**config.mk**
```make
export PLATFORM = sky130hd
export DESIGN_NAME = rx_statistics_control_bank
export DESIGN_NICKNAME = d
export VERILOG_FILES = /design/src/pkg/rx_stats_pkg.sv /design/src/design/rx_statistics_control_bank.sv
export SDC_FILE = /design/constraint.sdc
export NUM_CORES = 1
export LEC_CHECK = 0
export ABC_CLOCK_PERIOD_IN_PS = 5300
export BUFFER_PORTS_ARGS = -buffer_cell sky130_fd_sc_hd__buf_4
export CAP_MARGIN = 0
export CORE_AREA = 2 2 237 122
export CTS_CLUSTER_DIAMETER = 100
export DETAILED_ROUTE_END_ITERATION = 8
export DIE_AREA = 0 0 239 124
export HOLD_SLACK_MARGIN = 0.08
export PLACE_DENSITY = 0.92
export SETUP_SLACK_MARGIN = 0.02
export SLEW_MARGIN = 20
export SYNTH_ARGS = -nofsm -noshare
export SYNTH_HDL_FRONTEND = slang
export SYNTH_SLANG_ARGS = --single-unit
```
**constraint.sdc**
```tcl
create_clock -name clk -period 5.3 [get_ports clk]
set_clock_uncertainty 0.2 [all_clocks]
set_input_delay 0.53 -clock clk [delete_from_list [all_inputs] [get_ports clk]]
set_output_delay 0.53 -clock clk [all_outputs]
set_load 0.01 [all_outputs]
```
**src/pkg/rx_stats_pkg.sv**
```systemverilog
// constants and register map of the receive statistics control bank
// Function
// - While the snapshot request bit is set, readable statistics stay frozen.
// - Counters keep counting during a snapshot; reads return values captured when it began.
// - Writing one to the parity clear bit clears the parity error flag and the bit self-clears.
// - Writing one to the clear-all bit zeroes every statistics counter at once and self-clears.
// - The paused status flag reads one exactly while the snapshot request bit is set.
// - The parity error flag sets on any counter parity error and holds until cleared by software.
// - A read/write scratch register resets to 0x09 and has no effect on counting.
// - Three read-only words return the identifier string four characters each, in order.
// - A read-only register returns a constant revision identifier and ignores writes.
// - The good octet counter adds payload bytes of error-free frames, read as two 32-bit halves.
// - The good octet counter advances by the 16-bit increment whenever its strobe is high, except in a clear-all write cycle.
// - The upper 32 bits of the frame start count read as their own register beside the lower half.
// - Only control bits 2:0 and state bits 1:0 are defined; higher bits are reserved and read zero.
package rx_stats_pkg;
  // ****************************************************************
  // register indices; byte address is four times the index
  // ****************************************************************
  localparam logic [11:0] IDX_FRAME_START_LOW = 12'h0936;
  localparam logic [11:0] IDX_FRAME_START_HIGH = 12'h0937;
  localparam logic [11:0] IDX_REVISION = 12'h0940;
  localparam logic [11:0] IDX_SCRATCH = 12'h0941;
  localparam logic [11:0] IDX_IDENT0 = 12'h0942;
  localparam logic [11:0] IDX_IDENT1 = 12'h0943;
  localparam logic [11:0] IDX_IDENT2 = 12'h0944;
  localparam logic [11:0] IDX_CONTROL = 12'h0945;
  localparam logic [11:0] IDX_STATE = 12'h0946;
  localparam logic [11:0] IDX_IRQ_STATUS = 12'h0950;
  localparam logic [11:0] IDX_IRQ_MASK = 12'h0951;
  localparam logic [11:0] IDX_OCTETS_LOW = 12'h0960;
  localparam logic [11:0] IDX_OCTETS_HIGH = 12'h0961;
  // ****************************************************************
  // field positions and reset values
  // ****************************************************************
  localparam int CTL_CLEAR_ALL = 0;
  localparam int CTL_PARITY_CLR = 1;
  localparam int CTL_SNAPSHOT = 2;
  localparam int ST_PARITY = 0;
  localparam int ST_PAUSED = 1;
  localparam int IRQ_PARITY = 0;
  localparam int IRQ_CLEARED = 1;
  localparam logic [31:0] SCRATCH_RESET = 32'h0000_0009;
  localparam logic [2:0] CONTROL_RESET = 3'h0;
  localparam logic [1:0] IRQ_RESET = 2'h0;
  localparam logic [11:0] INDEX_RESET = 12'h000;
  localparam logic [63:0] COUNT_RESET = 64'h0000_0000_0000_0000;
  localparam logic [31:0] READ_ZERO = 32'h0000_0000;
  localparam logic [1:0] HTRANS_NONSEQ = 2'h2;
endpackage

```
**src/design/rx_statistics_control_bank.sv**
```systemverilog
// receive statistics control bank with an AHB-Lite register slave
//
// Added by the designer: register access over AHB-Lite.
`timescale 1ns/1ps
`default_nettype none
module rx_statistics_control_bank #(
  parameter logic [31:0] REVISION_ID = 32'h0000_0001, // arbitrary value
  parameter logic [31:0] IDENT_WORD0 = 32'h4142_4344, // arbitrary value
  parameter logic [31:0] IDENT_WORD1 = 32'h4546_4748, // arbitrary value
  parameter logic [31:0] IDENT_WORD2 = 32'h494A_4B4C // arbitrary value
) (
  input wire logic clk, // 250 MHz clock
  input wire logic rst_n, // async reset, active low
  input wire logic hsel, // slave select
  input wire logic [31:0] haddr, // byte address
  input wire logic [1:0] htrans, // transfer type
  input wire logic hwrite, // write when high
  input wire logic [2:0] hsize, // transfer size
  input wire logic [31:0] hwdata, // write data
  input wire logic hready, // bus ready in
  output logic [31:0] hrdata, // read data
  output logic hreadyout, // slave ready
  output logic hresp, // always okay
  input wire logic frameStartInc, // one received frame start
  input wire logic [15:0] good_octet_increment, // payload bytes to add
  input wire logic good_octet_increment_strobe, // increment valid
  input wire logic parityErrorIn, // any counter parity error
  output logic irq // level interrupt
);
  import rx_stats_pkg::*;

  // ****************************************************************
  // bus address phase capture
  // ****************************************************************
  logic wrPend_ff;
  logic [11:0] wrIdx_ff;
  logic [31:0] scratch_ff;
  logic [2:0] control_ff;
  logic parityFlag_ff;
  logic [63:0] frameCount_ff;
  logic [63:0] octetCount_ff;
  logic [63:0] frameSnap_ff;
  logic [63:0] octetSnap_ff;
  logic [1:0] irqStatus_ff;
  logic [1:0] irqMask_ff;
  logic [31:0] nxt_rdata;
  logic addrPhase;
  logic [11:0] addrIdx;
  logic wrCtl;
  logic clearAll;
  logic parityClear;
  logic snapStart;

  // ****************************************************************
  // decode helpers
  // ****************************************************************
  // a data-phase write hit on one register index; shared by every
  // writable register so all of them land on the same edge
  function automatic logic wrHit(input logic pend, input logic [11:0] idx,
    input logic [11:0] target);
    wrHit = pend && (idx == target);
  endfunction

  assign addrPhase = hsel && hready && (htrans == HTRANS_NONSEQ);
  assign addrIdx = haddr[13:2];
  // a control write lands in the data phase, with hwdata
  assign wrCtl = wrHit(wrPend_ff, wrIdx_ff, IDX_CONTROL);
  assign clearAll = wrCtl && hwdata[CTL_CLEAR_ALL];
  assign parityClear = wrCtl && hwdata[CTL_PARITY_CLR];
  assign snapStart = wrCtl && hwdata[CTL_SNAPSHOT] && !control_ff[CTL_SNAPSHOT];

  // write intent held for the data phase
  always_ff @(posedge clk or negedge rst_n)
  begin
    if (!rst_n)
    begin
      wrPend_ff <= 1'b0;
      wrIdx_ff <= INDEX_RESET;
    end
    else
    begin
      wrPend_ff <= addrPhase && hwrite;
      wrIdx_ff <= addrIdx;
    end
  end

  // slave is ready from the first edge after reset, response always okay
  always_ff @(posedge clk or negedge rst_n)
  begin
    if (!rst_n)
    begin
      hreadyout <= 1'b0;
      hresp <= 1'b0;
    end
    else
    begin
      hreadyout <= 1'b1;
      hresp <= 1'b0;
    end
  end

  // ****************************************************************
  // software registers
  // ****************************************************************
  // scratch never touches counting
  always_ff @(posedge clk or negedge rst_n)
  begin
    if (!rst_n)
      scratch_ff <= SCRATCH_RESET;
    else if (wrHit(wrPend_ff, wrIdx_ff, IDX_SCRATCH))
      scratch_ff <= hwdata;
  end

  // only the snapshot bit stays; clear bits pulse for the write cycle
  always_ff @(posedge clk or negedge rst_n)
  begin
    if (!rst_n)
      control_ff <= CONTROL_RESET;
    else if (wrCtl)
      control_ff <= {hwdata[CTL_SNAPSHOT], 2'b00};
  end

  // parity flag: a fresh error beats a clear in the same cycle
  always_ff @(posedge clk or negedge rst_n)
  begin
    if (!rst_n)
      parityFlag_ff <= 1'b0;
    else if (parityErrorIn)
      parityFlag_ff <= 1'b1;
    else if (parityClear)
      parityFlag_ff <= 1'b0;
  end

  // ****************************************************************
  // live counters
  // ****************************************************************
  // counters keep running during a snapshot; clear-all zeroes both
  always_ff @(posedge clk or negedge rst_n)
  begin
    if (!rst_n)
    begin
      frameCount_ff <= COUNT_RESET;
      octetCount_ff <= COUNT_RESET;
    end
    else if (clearAll)
    begin
      frameCount_ff <= COUNT_RESET;
      octetCount_ff <= COUNT_RESET;
    end
    else
    begin
      if (frameStartInc)
        frameCount_ff <= frameCount_ff + 64'h0000_0000_0000_0001;
      if (good_octet_increment_strobe)
        octetCount_ff <= octetCount_ff + {48'h0000_0000_0000, good_octet_increment};
    end
  end

  // snapshot taken on the rising edge of the request bit
  always_ff @(posedge clk or negedge rst_n)
  begin
    if (!rst_n)
    begin
      frameSnap_ff <= COUNT_RESET;
      octetSnap_ff <= COUNT_RESET;
    end
    else if (clearAll)
    begin
      frameSnap_ff <= COUNT_RESET;
      octetSnap_ff <= COUNT_RESET;
    end
    else if (snapStart)
    begin
      frameSnap_ff <= frameCount_ff;
      octetSnap_ff <= octetCount_ff;
    end
  end

  // ****************************************************************
  // interrupts
  // ****************************************************************
  // sticky events, write one to clear; the set wins
  always_ff @(posedge clk or negedge rst_n)
  begin
    if (!rst_n)
      irqStatus_ff <= IRQ_RESET;
    else
    begin
      for (int i = 0; i < 2; i++)
      begin
        if ((i == IRQ_PARITY && parityErrorIn) || (i == IRQ_CLEARED && clearAll))
          irqStatus_ff[i] <= 1'b1;
        else if (wrHit(wrPend_ff, wrIdx_ff, IDX_IRQ_STATUS) && hwdata[i])
          irqStatus_ff[i] <= 1'b0;
      end
    end
  end

  always_ff @(posedge clk or negedge rst_n)
  begin
    if (!rst_n)
      irqMask_ff <= IRQ_RESET;
    else if (wrHit(wrPend_ff, wrIdx_ff, IDX_IRQ_MASK))
      irqMask_ff <= hwdata[1:0];
  end

  // registered, so it lags the status bit by one cycle
  always_ff @(posedge clk or negedge rst_n)
  begin
    if (!rst_n)
      irq <= 1'b0;
    else
      irq <= |(irqStatus_ff & irqMask_ff);
  end

  // ****************************************************************
  // read path
  // ****************************************************************
  // frozen values while paused, live otherwise; unmapped reads zero
  always_comb
  begin
    logic [63:0] frameView;
    logic [63:0] octetView;
    frameView = control_ff[CTL_SNAPSHOT] ? frameSnap_ff : frameCount_ff;
    octetView = control_ff[CTL_SNAPSHOT] ? octetSnap_ff : octetCount_ff;
    unique case (addrIdx)
      IDX_FRAME_START_LOW: nxt_rdata = frameView[31:0];
      IDX_FRAME_START_HIGH: nxt_rdata = frameView[63:32];
      IDX_REVISION: nxt_rdata = REVISION_ID;
      IDX_SCRATCH: nxt_rdata = scratch_ff;
      IDX_IDENT0: nxt_rdata = IDENT_WORD0;
      IDX_IDENT1: nxt_rdata = IDENT_WORD1;
      IDX_IDENT2: nxt_rdata = IDENT_WORD2;
      IDX_CONTROL: nxt_rdata = {29'h0000_0000, control_ff};
      IDX_STATE: nxt_rdata = {30'h0000_0000, control_ff[CTL_SNAPSHOT], parityFlag_ff};
      IDX_IRQ_STATUS: nxt_rdata = {30'h0000_0000, irqStatus_ff};
      IDX_IRQ_MASK: nxt_rdata = {30'h0000_0000, irqMask_ff};
      IDX_OCTETS_LOW: nxt_rdata = octetView[31:0];
      IDX_OCTETS_HIGH: nxt_rdata = octetView[63:32];
      default: nxt_rdata = READ_ZERO;
    endcase
  end

  // read data captured at the address phase, stands in the data phase
  always_ff @(posedge clk or negedge rst_n)
  begin
    if (!rst_n)
      hrdata <= READ_ZERO;
    else if (addrPhase && !hwrite)
      hrdata <= nxt_rdata;
  end
endmodule
`default_nettype wire

```
=== Yosys cells after proc, flatten, opt, wreduce, memory -nomap -nowiden ===
Index checks and enable logic that the tools add are counted.

* Register bits: 341
* Latch bits: 0
* Memory bits (writable): 0
* ROM bits: 0
* Input bits: 93
* Output and inout bits: 35
* Logic and storage cells: 76
* Memories kept: 0

* $add $sub $neg: 2
* Multiply operators: 0
* Divide/modulo/power cells: 0
* Magnitude comparators: 0
* Equal/unequal tests: 18
* Shift-type cells: 0
* Muxes and demuxes: 17
* Bitwise gates (word level): 1
* Reductions and logical operators: 23

{| class="wikitable"
|+ Operators by type and width
! kind !! number
|-
| $mux 64 || 10
|-
| $pmux 32 s13 || 1
|-
| $eq 12x12->1 const B || 17
|-
| $add 64x1->64 const B || 1
|-
| $add 64x16->64 || 1
|-
| $logic_and 1x1->1 || 14
|-
| $reduce_bool 2->1 || 6
|-
| $mux 1 || 6
|-
| $and 2x2->2 || 1
|-
| $eq 2x2->1 const B || 1
|-
| $logic_not 1->1 || 2
|-
| $reduce_or 2->1 || 1
|}

=== Depth between registers and ports, before layout ===
* Word-level depth: 6
* Gate-level depth with buffers: 10

=== Least setup slack after synthesis ===
OpenSTA, ideal clock, no wires.

* Path kind: in2reg
* Start: input port good_octet_increment[0]
* End: register octetCount_ff[22]
* Arrival time: 2.817 ns
* Required time: 4.968 ns
* Path slack: 2.151 ns
* Stages on the path: 10
* Buffers on the path: 2
* Path through: ha_1 fa_1 a211oi_1 o21bai_1 a311o_1 a2bb2oi_1 clkbuf_1 buf_2 xnor2_1 nor2_1

* Cells in the longest elaborated chain, start to end: 3

{| class="wikitable"
|+ Ends and longest elaborated chain
! item !! line !! text
|-
| from (decl) || rx_statistics_control_bank.sv:25 || <nowiki>input wire logic [15:0] good_octet_increment,</nowiki>
|-
| $add 64x16->64 || rx_statistics_control_bank.sv:155 || <nowiki>octetCount_ff <= octetCount_ff + {48'h0000_0000_0000, good_octet_increment};</nowiki>
|-
| $mux 64 || rx_statistics_control_bank.sv:154 || <nowiki>if (good_octet_increment_strobe)</nowiki>
|-
| $mux 64 || rx_statistics_control_bank.sv:145 || <nowiki>else if (clearAll)</nowiki>
|-
| to (signal assigned) || rx_statistics_control_bank.sv:155 ||
|-
| to (decl) || rx_statistics_control_bank.sv:41 || <nowiki>logic [63:0] octetCount_ff;</nowiki>
|}

No other way between the ends. The select of a mux whose other input is x is not followed.
A chain may end at the register's enable or synchronous reset.

=== Worst setup path in the final report ===
* Start: input port haddr[7]
* End: register hrdata[21]

* Cells in the longest elaborated chain, start to end: 2

{| class="wikitable"
|+ Ends and longest elaborated chain
! item !! line !! text
|-
| from (decl) || rx_statistics_control_bank.sv:15 || <nowiki>input wire logic [31:0] haddr,</nowiki>
|-
| $eq 12x12->1 || rx_statistics_control_bank.sv:226 || <nowiki>unique case (addrIdx)</nowiki>
|-
| $pmux 32 s13 (*) || rx_statistics_control_bank.sv:226 ||
|-
| to (signal assigned) || rx_statistics_control_bank.sv:250 || <nowiki>hrdata <= nxt_rdata;</nowiki>
|-
| to (decl) || rx_statistics_control_bank.sv:21 || <nowiki>output logic [31:0] hrdata,</nowiki>
|}

Every way passes the cells marked *; elsewhere a longest branch is shown, timed or not.

==> flow_metrics.env <==
export IMPL_viasPerCell=7.33
export IMPL_dp_final_hpwl_mm=33.8
export IMPL_gr_usage_all_layers_pct=38.5
export IMPL_coreArea_mm2=0.0274
export IMPL_placed_cell_area_mm2=0.0187
export IMPL_yosys_top_cells_area="dfrtp_1 (48%), a22o_1 (6.1%), mux2i_1 (4.8%), mux4_2 (3.6%), nor2_1 (3.5%)"
export IMPL_hold_class="input port to flop"
export IMPL_critPathArrivalTime_ns=3.97
export IMPL_yosysTopAreaCellShare_pct=47.8
export IMPL_cts_buffer_depth=3
export IMPL_grt_pass1_wl_mm=87.4
export IMPL_sw_frac_of_total_pct=30.9
export IMPL_die_w_um=239
export IMPL_crit_path_max_fanout=20
export IMPL_drt_iter0_markers=2709
export IMPL_status="finished clean"
export IMPL_tns_ns=0
export IMPL_end_kind="flop"
export IMPL_fmax_mhz=272
export IMPL_holdWs_ns=0.173
export IMPL_final_util_pct=73.7
export IMPL_root_buffer="clkbuf_16"
export IMPL_wire_per_inst_um=25.9
export IMPL_synth_distinct_cells=84
export IMPL_grt_max_degree=113
export IMPL_design_area_mm2=0.0202
export IMPL_async_reset_ff_share_pct=100
export IMPL_pwr_share_comb_pct=18.6
export IMPL_setup_viol=0
export IMPL_die_h_um=124
export IMPL_path_clk_slew_ns=0.08
export IMPL_ys_warn_count=0
export IMPL_post_cts_buffers=0
export IMPL_clkPwrFrac_pct=36.0
export IMPL_synth_edff_count=0
export IMPL_htreeDepth=1
export IMPL_io_pins=128
export IMPL_nFillCells=1662
export IMPL_post_route_min_period_ns=3.67
export IMPL_areaGrowthSynthToFinish_pct=13.9
export IMPL_clock_sinks=341
export IMPL_startpoint_type="input port"
export IMPL_drt_first_pass_iters=6
export IMPL_ant_nets=0
export IMPL_antenna_found_initial=2
export IMPL_synth_main_ff_cell="dfrtp_1"
export IMPL_rsz0062_at_grt="no"
export IMPL_syn_instance_count=1711
export IMPL_drt_total_wl_mm=56.4
export IMPL_fin_crit_sh_pct=69.3
export IMPL_internal_power_uw=4620
export IMPL_first_global_vias=15300
export IMPL_tightest_slew_ns=1.16
export IMPL_numCtsBuffers=30
export IMPL_relSlewSlack_pct=22.8
export IMPL_p_leak_uw=0.00926
export IMPL_ir_drop_mv=0.263
export IMPL_drive_gt1_share_pct=14.9
export IMPL_io_buffers=103
export IMPL_cts_tree="built"
export IMPL_vias=15900
export IMPL_required_ns=5.60
export IMPL_post_cts_resized=0
export IMPL_finalNetCount=1901
export IMPL_syn_area_mm2=0.0178
export IMPL_p_sw_uw=2060
export IMPL_yosysTopAreaCell="dfrtp_1"
export IMPL_drc=0
export IMPL_syn_avg_cell_area_um2=10.4
export IMPL_rows=43
export IMPL_hold_viol_final=0
export IMPL_dieArea_mm2=0.0296
export IMPL_ys_seq_area_share_pct=48.1
export IMPL_start_util_pct=64.7
export IMPL_finalMaxSlewViolations=0
export IMPL_maxCapViolations=0
export IMPL_ys_seq_elements=341
export IMPL_p_seq_share_pct=45.4
export IMPL_powerDensity_mw_per_mm2=330
export IMPL_grt_overflow=0
export IMPL_ctsHoldBuffers=47
export IMPL_routabilityCongestion=0.969
export IMPL_crit_type="input port to flop"
export IMPL_clk_latency_ns=0.61
export IMPL_synth_nets=1822
==> stage by stage <==
| step | total power [µW] | setup WS, ns | std cells |
|---|---|---|---|
| global route | 6900 | 1.59 | 2174 |
| finish | 6680 | 1.63 | 2174 |
| CTS | 6560 | 1.90 | 2173 |
| floorplan | 3720 | 2.15 | 1711 |
| global placement | 4160 | 1.87 | 2071 |
| detailed placement | 4210 | 1.87 | 2071 |
==> path summary, 6_finish.rpt <==
| kind | end | depth (start not counted) | slack, ns | start |
|---|---|---|---|---|
| setup reg to reg | hrdata[8] | 6 | 1.67 | control_ff[2] |
| hold reg to reg | frameSnap_ff[42] | 1 | 0.31 | frameSnap_ff[42] |
| setup / recovery | hrdata[21] | 8 | 1.63 | haddr[7] |
| max in group asynchronous | frameCount_ff[55] | 3 | 3.17 | rst_n |
| min in group asynchronous | wrIdx_ff[4] | 2 | 0.39 | rst_n |
| hold / removal | octetCount_ff[11] | 3 | 0.17 | good_octet_increment_strobe |
==> routing by layer <==
layer	vias to the layer above	share of wire, %	routed length [µm]	GRT usage (%)
li1	6541	-	-	-
met1	7737	36	20100	50.2
met2	1339	44	24700	59.0
met3	326	14	8060	12.5
met4	0	6.3	3580	19.1
met5	-	0	0	0
==> cell usage in the layout, fill, tap and decap left out, types with 16 or more instances in the layout <==
master / n
a21oi_1: 106
a22o_1: 123
a31oi_1: 22
and3_1: 33
and4_1: 17
buf_4: 117
clkbuf_16: 30
dfrtp_1: 338
dlygate4sd3_1: 47
ha_1: 17
inv_1: 34
mux2_2: 39
mux2i_1: 85
mux4_2: 28
nand2_1: 94
nand3_1: 65
nand4_1: 39
nor2_1: 162
nor3_1: 29
o21ai_0: 49
o31ai_1: 18
or3_1: 16
or4_1: 28
xnor2_1: 30
xor2_1: 24
==> critical path: stages <==
cell and delay [ns]:
dlygate4sd3_1 0.55, buf_4 0.18, nor4b_1 0.86, nand2_1 0.26
nor2_2 0.87, buf_4 0.33, a21oi_1 0.09, a31oi_1 0.28
==> registers in the layout (all words and copies together), names as in the netlist, 12 cells and up <==
| name | count |
|---|---|
| frameCount_ff | 64 |
| octetCount_ff | 64 |
| scratch_ff | 32 |
| wrIdx_ff | 12 |
| octetSnap_ff | 64 |
| hrdata | 32 |
| frameSnap_ff | 64 |
==> cells by family after synthesis <==
family          count (synthesis)  share of synthesized area, %
buf+inv                       156                          3.59
simple gates                  558                          16.3
mux                           153                          11.0
other cells                     2                        0.0423
flops                         341                          48.1
xor+xnor                       54                          2.66
compound gates                429                          17.1
fa+ha+maj                      18                          1.31
==> synth_stat cells (4+ instances only) <==
cell / instances
nand4_1: 39
buf_2: 21
a21oi_1: 106
a22o_1: 123
a2bb2oi_1: 4
a211oi_1: 12
a31o_2: 5
o21a_1: 4
mux2_2: 39
nor4_1: 12
xnor2_1: 30
or4_1: 28
a21o_1: 12
nor2b_1: 7
buf_1: 8
nor2_1: 165
nor3b_1: 5
a22oi_1: 4
nand2b_1: 12
mux4_2: 28
and4_1: 17
o22ai_1: 4
xor2_1: 24
dfrtp_1: 339
clkbuf_1: 87
a2111oi_0: 8
a31oi_1: 23
nand3_1: 65
nand2_1: 94
o41ai_1: 4
inv_1: 34
mux2i_1: 85
o211a_1: 5
o21ai_0: 49
nor3_1: 29
and3_1: 33
o31ai_1: 18
and2_1: 12
or3_1: 16
ha_1: 17
o2111ai_1: 10
o211ai_1: 12
==> power by group through the flow <==
stage / Combinational (µW) / Clock [µW] / Sequential [µW]
final: 1240 / 2410 / 3040
after global routing: 1350 / 2500 / 3040
after CTS: 1200 / 2350 / 3010
after detailed placement: 1150 / 0 / 3060
after global placement: 1110 / 0 / 3050
after floorplan: 736 / 0 / 2990
==> cell type report <==
type / instances / area (µm²) / share of cell area (%)
antenna: 1 / 2.50 / 0.0124
timing repair buffer: 168 / 1420 / 7.04
multi-input combinational: 1214 / 8630 / 42.7
inverter: 35 / 131 / 0.649
clock buffer: 41 / 862 / 4.26
tap: 360 / 450 / 2.23
sequential: 341 / 8540 / 42.2
clock inverter: 14 / 185 / 0.915
Power figures use the tool's default switching activity.
